<file path="config.mk">
export PLATFORM = sky130hd
export DESIGN_NAME = csfr_core
export DESIGN_NICKNAME = d
export VERILOG_FILES = /design/src/design/csfr_pkg.sv /design/src/design/csfr_core.sv
export SDC_FILE = /design/constraint.sdc
export NUM_CORES = 1
export LEC_CHECK = 0
export BUFFER_PORTS_ARGS = -buffer_cell sky130_fd_sc_hd__buf_2
export CAP_MARGIN = 20
export CORE_MARGIN = 2
export CORE_UTILIZATION = 37
export CTS_CLUSTER_SIZE = 20
export DETAILED_ROUTE_END_ITERATION = 6
export PLACE_DENSITY = 0.57
export SETUP_SLACK_MARGIN = 0.05
export SYNTH_ARGS = -nofsm -noshare
export SYNTH_HDL_FRONTEND = slang
export SYNTH_SLANG_ARGS = --single-unit
</file>
<file path="constraint.sdc">
create_clock -name clk_sys -period 7.65 [get_ports clk_sys]
set_input_delay 0.765 -clock clk_sys [delete_from_list [all_inputs] [get_ports clk_sys]]
set_output_delay 0.765 -clock clk_sys [all_outputs]
set_load 0.02 [all_outputs]
</file>
<file path="src/design/csfr_pkg.sv">
// Package of addresses, field positions and reset values for the special function registers
package csfr_pkg;
  localparam logic [7:0] ADDR_INDIRECT_PORT_ZERO = 8'h00;
  localparam logic [7:0] ADDR_POINTER_ZERO = 8'h01;
  localparam logic [7:0] ADDR_INDIRECT_PORT_ONE = 8'h02;
  localparam logic [7:0] ADDR_POINTER_ONE = 8'h03;
  localparam logic [7:0] ADDR_BANK_SELECT = 8'h04;
  localparam logic [7:0] ADDR_WORKING_REGISTER = 8'h05;
  localparam logic [7:0] ADDR_PROG_COUNTER_LOW = 8'h06;
  localparam logic [7:0] ADDR_TABLE_POINTER_LOW = 8'h07;
  localparam logic [7:0] ADDR_TABLE_HIGH_RESULT = 8'h08;
  localparam logic [7:0] ADDR_TABLE_POINTER_HIGH = 8'h09;
  localparam logic [7:0] ADDR_FLAG_REGISTER = 8'h0A;
  localparam logic [7:0] SFR_AREA_END = 8'h3F;
  localparam int FLAG_CARRY_POS = 0;
  localparam int FLAG_NIBBLE_POS = 1;
  localparam int FLAG_ZERO_POS = 2;
  localparam int FLAG_SIGNED_WRAP_POS = 3;
  localparam int FLAG_SLEEP_ENTRY_POS = 4;
  localparam int FLAG_WATCHDOG_EXPIRY_POS = 5;
  localparam int BANK_SELECT_BIT_POS = 0;
  localparam logic [7:0] BANK_SELECT_RESET = 8'h00;
  localparam logic [7:0] FLAG_REGISTER_RESET = 8'h00;
  localparam logic [7:0] POINTER_RESET = 8'h00;
  localparam logic [7:0] INDIRECT_READ_VALUE = 8'h00;
  localparam logic [3:0] ARITH_FLAG_MASK = 4'hF;
  // ALU operations the execution unit can request
  typedef enum logic [3:0] {
    CSFR_OP_NONE, CSFR_OP_ADD, CSFR_OP_ADDC, CSFR_OP_SUB, CSFR_OP_SUBC,
    CSFR_OP_AND, CSFR_OP_OR, CSFR_OP_XOR, CSFR_OP_RLC, CSFR_OP_RRC, CSFR_OP_PASS
  } csfr_op_t;
endpackage

</file>
<file path="src/design/csfr_core.sv">
// Special function register logic: pointers, bank select, working register, counter low, table, flags
`timescale 1ns/1ps
module csfr_core #(
  parameter int PC_WIDTH = 12
) (
  // Clock and resets
  input wire logic clk_sys,
  input wire logic rstn,
  input wire logic wdt_sleep_reset,
  input wire logic power_up_reset,
  // Data memory access from the execution unit
  input wire logic acc_valid,
  input wire logic acc_write,
  input wire logic [7:0] acc_addr,
  input wire logic [7:0] acc_wdata,
  // ALU request
  input wire logic [3:0] alu_op,
  input wire logic [7:0] alu_operand,
  input wire logic alu_to_working,
  // System events
  input wire logic watchdog_clear_instruction,
  input wire logic sleep_instruction,
  input wire logic watchdog_timeout,
  // Table read request and program memory answer
  input wire logic table_read,
  input wire logic [15:0] prog_word,
  // Program counter advance from the fetch unit
  input wire logic pc_advance,
  // Access results
  output logic [7:0] rd_data,
  output logic rd_valid,
  output logic mem_valid,
  output logic mem_write,
  output logic [8:0] mem_addr,
  output logic [7:0] mem_wdata,
  // Core state
  output logic [7:0] working_register,
  output logic [7:0] flag_register,
  output logic [PC_WIDTH-1:0] prog_counter,
  output logic dummy_cycle,
  output logic [15:0] table_addr,
  output logic [7:0] table_low_byte,
  output logic table_low_valid
);
  typedef struct packed {
    logic [7:0] pointer_zero;
    logic [7:0] pointer_one;
    logic bank_select_bit;
    logic [7:0] working_register;
    logic [PC_WIDTH-1:0] prog_counter;
    logic dummy_cycle;
    logic [7:0] table_pointer_low;
    logic [7:0] table_pointer_high;
    logic [7:0] table_high_result;
    logic [3:0] arith_flags;
    logic sleep_entry_flag;
    logic watchdog_expiry_flag;
    logic [7:0] rd_data;
    logic rd_valid;
    logic mem_valid;
    logic mem_write;
    logic [8:0] mem_addr;
    logic [7:0] mem_wdata;
    logic [7:0] table_low_byte;
    logic table_low_valid;
  } csfr_state_t;

  csfr_state_t cur;
  csfr_state_t next_cur;

  // Address decode
  logic [7:0] eff_addr;
  logic eff_bank;
  logic indirect_zero;
  logic indirect_one;
  logic nested_indirect;
  logic sfr_hit;
  logic [7:0] sfr_rdata;

  // ALU datapath
  logic [8:0] sum9;
  logic [4:0] sum5;
  logic [7:0] op_a;
  logic [7:0] op_b;
  logic cin;
  logic is_sub;
  logic [7:0] alu_res;
  logic alu_c;
  logic alu_ac;
  logic alu_ov;
  logic alu_arith;

  // Status byte as software sees it
  logic [7:0] flag_read;

  always_comb begin
    flag_read = 8'h00;
    flag_read[csfr_pkg::FLAG_WATCHDOG_EXPIRY_POS] = cur.watchdog_expiry_flag;
    flag_read[csfr_pkg::FLAG_SLEEP_ENTRY_POS] = cur.sleep_entry_flag;
    flag_read[3:0] = cur.arith_flags;
  end

  // Address resolution
  always_comb begin
    indirect_zero = (acc_addr == csfr_pkg::ADDR_INDIRECT_PORT_ZERO);
    indirect_one = (acc_addr == csfr_pkg::ADDR_INDIRECT_PORT_ONE);
    eff_addr = acc_addr;
    eff_bank = 1'b0;
    if (indirect_zero) begin
      eff_addr = cur.pointer_zero;
      eff_bank = 1'b0;
    end else if (indirect_one) begin
      eff_addr = cur.pointer_one;
      eff_bank = cur.bank_select_bit;
    end
    // Peripheral registers exist once, whatever the bank
    if (eff_addr <= csfr_pkg::SFR_AREA_END) begin
      eff_bank = 1'b0;
    end

    nested_indirect = (indirect_zero || indirect_one) &&
                      (eff_addr == csfr_pkg::ADDR_INDIRECT_PORT_ZERO ||
                       eff_addr == csfr_pkg::ADDR_INDIRECT_PORT_ONE);

    // Bank bit ignored for the special area
    sfr_hit = (eff_addr <= csfr_pkg::ADDR_FLAG_REGISTER);
  end

  // Readback of the registers held here
  always_comb begin
    case (eff_addr)
      csfr_pkg::ADDR_POINTER_ZERO: sfr_rdata = cur.pointer_zero;
      csfr_pkg::ADDR_POINTER_ONE: sfr_rdata = cur.pointer_one;
      csfr_pkg::ADDR_BANK_SELECT: sfr_rdata = {7'h00, cur.bank_select_bit};
      csfr_pkg::ADDR_WORKING_REGISTER: sfr_rdata = cur.working_register;
      csfr_pkg::ADDR_PROG_COUNTER_LOW: sfr_rdata = cur.prog_counter[7:0];
      csfr_pkg::ADDR_TABLE_POINTER_LOW: sfr_rdata = cur.table_pointer_low;
      csfr_pkg::ADDR_TABLE_HIGH_RESULT: sfr_rdata = cur.table_high_result;
      csfr_pkg::ADDR_TABLE_POINTER_HIGH: sfr_rdata = cur.table_pointer_high;
      csfr_pkg::ADDR_FLAG_REGISTER: sfr_rdata = flag_read;
      default: sfr_rdata = csfr_pkg::INDIRECT_READ_VALUE;
    endcase
  end

  // ALU with flag generation
  always_comb begin
    op_a = cur.working_register;
    op_b = alu_operand;
    is_sub = (alu_op == 4'(csfr_pkg::CSFR_OP_SUB)) || (alu_op == 4'(csfr_pkg::CSFR_OP_SUBC));
    cin = 1'b0;
    if (alu_op == 4'(csfr_pkg::CSFR_OP_ADDC) || alu_op == 4'(csfr_pkg::CSFR_OP_SUBC)) begin
      cin = cur.arith_flags[csfr_pkg::FLAG_CARRY_POS];
    end else if (alu_op == 4'(csfr_pkg::CSFR_OP_SUB)) begin
      cin = 1'b1;
    end
    if (is_sub) begin
      op_b = ~alu_operand;
    end
    // Carry out on subtract means no borrow
    sum9 = {1'b0, op_a} + {1'b0, op_b} + {8'h00, cin};
    sum5 = {1'b0, op_a[3:0]} + {1'b0, op_b[3:0]} + {4'h0, cin};
    alu_c = sum9[8];
    alu_ac = sum5[4];
    alu_ov = (op_a[7] ~^ op_b[7]) & (op_a[7] ^ sum9[7]);
    alu_arith = 1'b1;
    alu_res = sum9[7:0];
    case (alu_op)
      4'(csfr_pkg::CSFR_OP_AND): alu_res = op_a & alu_operand;
      4'(csfr_pkg::CSFR_OP_OR): alu_res = op_a | alu_operand;
      4'(csfr_pkg::CSFR_OP_XOR): alu_res = op_a ^ alu_operand;
      4'(csfr_pkg::CSFR_OP_RLC): begin
        alu_res = {op_a[6:0], cur.arith_flags[csfr_pkg::FLAG_CARRY_POS]};
        alu_c = op_a[7];
      end
      4'(csfr_pkg::CSFR_OP_RRC): begin
        alu_res = {cur.arith_flags[csfr_pkg::FLAG_CARRY_POS], op_a[7:1]};
        alu_c = op_a[0];
      end
      4'(csfr_pkg::CSFR_OP_PASS): alu_res = alu_operand;
      default: alu_res = sum9[7:0];
    endcase
    if (alu_op == 4'(csfr_pkg::CSFR_OP_AND) || alu_op == 4'(csfr_pkg::CSFR_OP_OR) ||
        alu_op == 4'(csfr_pkg::CSFR_OP_XOR) || alu_op == 4'(csfr_pkg::CSFR_OP_PASS)) begin
      alu_arith = 1'b0;
    end
  end

  // Next state; later blocks override earlier ones
  always_comb begin
    next_cur = cur;
    next_cur.rd_valid = 1'b0;
    next_cur.mem_valid = 1'b0;
    next_cur.mem_write = 1'b0;
    next_cur.table_low_valid = 1'b0;
    next_cur.dummy_cycle = 1'b0;
    // Flushed word does not advance the counter
    if (pc_advance && !cur.dummy_cycle) begin
      next_cur.prog_counter = cur.prog_counter + PC_WIDTH'(1);
    end

    // Register or memory access
    if (acc_valid) begin
      if (nested_indirect) begin
        if (!acc_write) begin
          next_cur.rd_data = csfr_pkg::INDIRECT_READ_VALUE;
          next_cur.rd_valid = 1'b1;
        end
      end else if (sfr_hit) begin
        if (!acc_write) begin
          next_cur.rd_data = sfr_rdata;
          next_cur.rd_valid = 1'b1;
        end else begin
          case (eff_addr)
            csfr_pkg::ADDR_POINTER_ZERO: next_cur.pointer_zero = acc_wdata;
            csfr_pkg::ADDR_POINTER_ONE: next_cur.pointer_one = acc_wdata;
            csfr_pkg::ADDR_BANK_SELECT:
              next_cur.bank_select_bit = acc_wdata[csfr_pkg::BANK_SELECT_BIT_POS];
            csfr_pkg::ADDR_WORKING_REGISTER: next_cur.working_register = acc_wdata;
            csfr_pkg::ADDR_PROG_COUNTER_LOW: begin
              next_cur.prog_counter = {cur.prog_counter[PC_WIDTH-1:8], acc_wdata};
              next_cur.dummy_cycle = 1'b1;
            end
            csfr_pkg::ADDR_TABLE_POINTER_LOW: next_cur.table_pointer_low = acc_wdata;
            csfr_pkg::ADDR_TABLE_HIGH_RESULT: next_cur.table_high_result = acc_wdata;
            csfr_pkg::ADDR_TABLE_POINTER_HIGH: next_cur.table_pointer_high = acc_wdata;
            csfr_pkg::ADDR_FLAG_REGISTER:
              next_cur.arith_flags = acc_wdata[3:0] & csfr_pkg::ARITH_FLAG_MASK;
            default: next_cur.rd_valid = 1'b0;
          endcase
        end
      end else begin
        // Above the flag register address: pass to the data memory array
        next_cur.mem_valid = 1'b1;
        next_cur.mem_write = acc_write;
        next_cur.mem_addr = {eff_bank, eff_addr};
        next_cur.mem_wdata = acc_wdata;
      end
    end

    // ALU result; no flag stacking on calls or interrupts
    if (alu_op != 4'(csfr_pkg::CSFR_OP_NONE)) begin
      if (alu_to_working) begin
        next_cur.working_register = alu_res;
      end
      next_cur.arith_flags[csfr_pkg::FLAG_ZERO_POS] = (alu_res == 8'h00);
      next_cur.arith_flags[csfr_pkg::FLAG_CARRY_POS] = (alu_arith || alu_op == 4'(csfr_pkg::CSFR_OP_RLC) ||
        alu_op == 4'(csfr_pkg::CSFR_OP_RRC)) ? alu_c : cur.arith_flags[csfr_pkg::FLAG_CARRY_POS];
      // Logic ops and rotates leave nibble and wrap alone
      if (alu_arith && alu_op != 4'(csfr_pkg::CSFR_OP_RLC) && alu_op != 4'(csfr_pkg::CSFR_OP_RRC)) begin
        next_cur.arith_flags[csfr_pkg::FLAG_NIBBLE_POS] = alu_ac;
        next_cur.arith_flags[csfr_pkg::FLAG_SIGNED_WRAP_POS] = alu_ov;
      end
    end

    // Table read, word answer taken the same cycle
    if (table_read) begin
      next_cur.table_high_result = prog_word[15:8];
      next_cur.table_low_byte = prog_word[7:0];
      next_cur.table_low_valid = 1'b1;
    end

    // Expiry flag: a timeout beats the clears
    if (sleep_instruction || watchdog_clear_instruction) begin
      next_cur.watchdog_expiry_flag = 1'b0;
    end
    if (watchdog_timeout) begin
      next_cur.watchdog_expiry_flag = 1'b1;
    end
    // Sleep flag: entering sleep beats the clear
    if (watchdog_clear_instruction) begin
      next_cur.sleep_entry_flag = 1'b0;
    end
    if (sleep_instruction) begin
      next_cur.sleep_entry_flag = 1'b1;
    end
    if (power_up_reset) begin
      next_cur.watchdog_expiry_flag = 1'b0;
      next_cur.sleep_entry_flag = 1'b0;
    end

    // Synchronous power-up and watchdog sleep resets: bank kept only for watchdog sleep wakeup
    if (power_up_reset) begin
      next_cur.bank_select_bit = 1'b0;
    end
    if (wdt_sleep_reset) begin
      next_cur.bank_select_bit = cur.bank_select_bit;
    end
  end

  // Async reset is a non-watchdog reset, so bank returns to 0
  always_ff @(posedge clk_sys or negedge rstn) begin
    if (!rstn) begin
      cur <= '0;
      cur.pointer_zero <= csfr_pkg::POINTER_RESET;
      cur.pointer_one <= csfr_pkg::POINTER_RESET;
      cur.arith_flags <= csfr_pkg::FLAG_REGISTER_RESET[3:0];
      cur.sleep_entry_flag <= csfr_pkg::FLAG_REGISTER_RESET[csfr_pkg::FLAG_SLEEP_ENTRY_POS];
      cur.watchdog_expiry_flag <= csfr_pkg::FLAG_REGISTER_RESET[csfr_pkg::FLAG_WATCHDOG_EXPIRY_POS];
      cur.bank_select_bit <= csfr_pkg::BANK_SELECT_RESET[0];
    end else begin
      cur <= next_cur;
    end
  end

  assign rd_data = cur.rd_data;
  assign rd_valid = cur.rd_valid;
  assign mem_valid = cur.mem_valid;
  assign mem_write = cur.mem_write;
  assign mem_addr = cur.mem_addr;
  assign mem_wdata = cur.mem_wdata;
  assign working_register = cur.working_register;
  assign flag_register = flag_read;
  assign prog_counter = cur.prog_counter;
  assign dummy_cycle = cur.dummy_cycle;
  assign table_addr = {cur.table_pointer_high, cur.table_pointer_low};
  assign table_low_byte = cur.table_low_byte;
  assign table_low_valid = cur.table_low_valid;
endmodule

</file>
==> flow_summary_export.csv <==
group,metric,value,unit
die,start_util,0.378,
logic_synthesis,synthAdderAreaFrac,0.0497,
worst_setup_path,crit_cells,14,
grt,grt_overflow_total,0,
clocking,clk_pin_slew,0.07,ns
clocking,cts_sinks,105,
grt,grt_max_degree,58,
power_and_ir_drop,peakVddDrop,112,uV
hold_path,hold_class,"in2async",
routing,drt_iter0_drc,423,
sta,finalClockSkew,0.0102,ns
routing,drtAntennaViolNets,0,
logic_synthesis,synthMuxAreaShare,0.124,
routing,vias,5678,
logic_synthesis,synthSimpleGateAreaFrac,0.134,
die,die_area,0.0203,mm^2
worst_setup_path,reg2reg_depth,6,
place,gp_congestion,0.870,
logic_synthesis,async_flop_share,1.00,
sta,finalSetupTns,0,ns
worst_setup_path,worstPathCellList,"buf_2 > nor2_1 > a21oi_1 > nor2_1 > xnor2_1 > fa_1 > fa_1 > nor2b_1 > o21ai_0 > a21boi_0 > o21ai_0 > a221oi_1 > o2111ai_1 > o22ai_1",
clocking,h-tree-depth,3,
grt,grt_pass1_wl,31.9,mm
logic_synthesis,synth_edf_count,0,
logic_synthesis,yosysTopAreaCell,"dfrtp_1",
logic_synthesis,synth_seq_cells,105,
worst_setup_path,r2r_start,"cur[92]$_DFFE_PN0P_",
logic_synthesis,synth_top_cells_by_area,"dfrtp_1, mux2_2, buf_4, ha_1, nand2_1",
logic_synthesis,synth_compound_area_frac,0.172,
sta,whs,0.423,ns
routing,drtPass1Iterations,5,
logic_synthesis,synth_most_common_cell,"dfrtp_1",
logic_synthesis,netlist_top_cells_count,"dfrtp_1, buf_4, nand2_1",
worst_setup_path,worstPathArrival,4.65,ns
logic_synthesis,synth_xor_area_frac,0.0296,
worst_setup_path,cp-start-kind,"input port",
die,dieHeight,143,um
logic_synthesis,synth_top_family_by_area,"compound AO/OA/AOI/OAI gates",
sta,setup_viol,0,
worst_setup_path,cp_slowest_cell,"nor2_1",
sta,worst_pin_slew,0.994,ns
clocking,numCtsBuffers,9,
sta,slew_headroom,0.337,
layout,finalNonFillerCells,1022,
routing,wl_per_cell,20.4,um
logic_synthesis,netlist_area,0.00710,mm^2
place,io_buffers,135,
routing,m1WireLength,9.26,mm
grt,antenna_found_initial,1,
grt,grt_pass1_vias,5496,
clocking,clk_latency,0.36,ns
logic_synthesis,synth_cell_types,69,
logic_synthesis,synth_area_per_cell,9.48,um^2
sta,grt_setup_unrepaired,"false",
place,post-place-ws,2.91,ns
outcome,status,"finished clean",
power_and_ir_drop,leakage,3.79,nW
clocking,cts_root_buffer,"clkbuf_16",
clocking,postCtsSetupRepairBufs,0,
worst_setup_path,cp.required,7.93,ns
worst_setup_path,reg2reg_slack,4.31,ns
worst_setup_path,end_kind,"register",
layout,syn_to_final_growth,8.30,%
clocking,cts_tree,"done",
layout,layout.nets,868,
worst_setup_path,crit_buf_inv,1,
layout,drive_gt1_frac,0.288,
clocking,cts_buffer_depth,2,
grt,grtUsageTotal,0.207,
worst_setup_path,r2r-end,"prog_counter[10]$_DFFE_PN0P_",
routing,wl_met3,1.39,mm
worst_setup_path,worstPathMaxFanout,28,
clocking,cts-resized-gates,0,
routing,top_layer,"met4",
logic_synthesis,ys_warn_count,0,
sta,worst_slack,3.27,ns
place,dp.cells,1008,
job,maxCapViolCount,0,
layout,fillers,1914,
die,ioPinCount,138,
die,die_w,143,um
sta,min_period_over_period,0.572,
power_and_ir_drop,power.density,245,mW/mm^2
sta,fmax,229,MHz
logic_synthesis,syn_inst,749,
die,rows,50,
worst_setup_path,critical_path_class,"in2reg",
routing,route.met2.wl,9.59,mm
sta,final_max_slew_viol_count,0,
worst_setup_path,critPathTopFamily,"compound AO/OA/AOI/OAI gates",
die,core,0.0188,mm^2
routing,finalWirelength,20.8,mm
sta,hold_violations,0,
logic_synthesis,synth_top_area_frac,0.370,
sta,fin_crit,4.38,ns
logic_synthesis,ys.flop_type,"dfrtp_1",
routing,post-route-drc-count,0,
logic_synthesis,ys_seq_area_frac,0.370,
routing,via_per_inst,5.56,
worst_setup_path,cpPeakStageDelay,0.62,ns
clocking,ctsHoldBuffers,0,
layout,n_antenna_cell,0,
place,place.detailed.hpwl,15.4,mm
power breakdown:
group	internal [W]	switching (W)	leakage, nW
Combinational	0.000256	0.000374	2.29
Sequential	0.000623	0.000134	1.35
Clock	0.000284	0.000212	0.151
Total	0.00116	0.000721	3.79
worst reg2reg max path, delay by kind of cell, from the launching register on:
kind                      cells  cell delay (ns)
muxes                         1             0.37
xor gates and xnor gates      1             0.15
and+or+nand+nor               3             1.72
DFF                           1             0.41
AOI/OAI and AO/OA             1             0.61
placed cells by master, fill, tap and decap left out, types with 3 or more instances in the layout:
cell type  Yosys  final
xnor2_1       17     17
dfrtp_1      105    105
buf_4         77      5
o22ai_1        8      8
a221oi_1      11     11
ha_1          25     25
nor2_1        47     47
nor2b_1       12     12
o21ai_0       37     37
a21oi_1       32     32
a222oi_1       4      4
a31oi_1        5      5
nor3_1        10     10
nand3_1        5      5
nand4_1        9      9
a221o_1        8      8
inv_1         33     33
mux2_2        56     56
a31o_2         5      5
nor4_1         4      4
mux2i_1       25     25
nand2b_1      10     10
o31ai_1        8      8
xor2_1         7      7
and3_1         5      5
a22oi_1        9      9
a22o_1         5      5
clkbuf_16      0      9
a32oi_1        7      7
buf_2          5    134
a211oi_1       7      7
o41ai_1        4      3
nand2_1       67     67
cell type report:
cell class,count,area [um^2],area share
multi-input cells,497,3630,0.472
well taps,234,293,0.0381
inverters,33,124,0.0161
repair buffers,139,708,0.0921
clock inverters,5,82.6,0.0107
clock buffers,9,225,0.0293
flip-flops and latches,105,2630,0.342
state kept, by name, indices dropped and copies added, names as in the netlist, 8 cells and up:
register,cells
working_register,8
rd_data,8
cur,25
table_addr,16
mem_addr,9
table_low_byte,8
mem_wdata,8
prog_counter,12
metal layers:
| metal | vias up | track usage |
|---|---|---|
| met4 | 0 | 0.0750 |
| li1 | 2692 | - |
| met3 | 39 | 0.0471 |
| met5 | - | 0 |
| met1 | 2743 | 0.274 |
| met2 | 204 | 0.331 |
metrics by stage:
stage,power (W),cell area [um^2],utilization
after floorplan,0.00124,7100,-
after global placement,0.00140,7380,0.393
after detailed placement,0.00140,7380,0.393
after CTS,0.00190,7690,0.410
after global routing,0.00201,7690,0.410
final,0.00188,7690,0.410
how the worst max path moves through the flow:
stage | from | endpoint | slack (ns)
2_1_floorplan | alu_op[0] | flag_register[2]$_DFFE_PN0P_ | 3.58
3_3_place_gp | alu_op[0] | flag_register[2]$_DFFE_PN0P_ | 3.09
3_5_place_dp | alu_op[0] | flag_register[2]$_DFFE_PN0P_ | 2.91
4_1_cts | alu_op[0] | flag_register[2]$_DFFE_PN0P_ | 3.28
5_1_grt | alu_op[0] | flag_register[2]$_DFFE_PN0P_ | 2.91
6_report | alu_op[0] | flag_register[2]$_DFFE_PN0P_ | 3.27
kinds of logic after synthesis:
| kind of cell | Yosys count |
|---|---|
| buffers and inverters | 148 |
| DFF | 105 |
| muxes | 81 |
| and+or+nand+nor | 191 |
| AOI/OAI and AO/OA | 172 |
| adders and majority gates | 27 |
| xor gates and xnor gates | 24 |
| other | 1 |
Note: power is estimated with default switching activity, not from simulation.
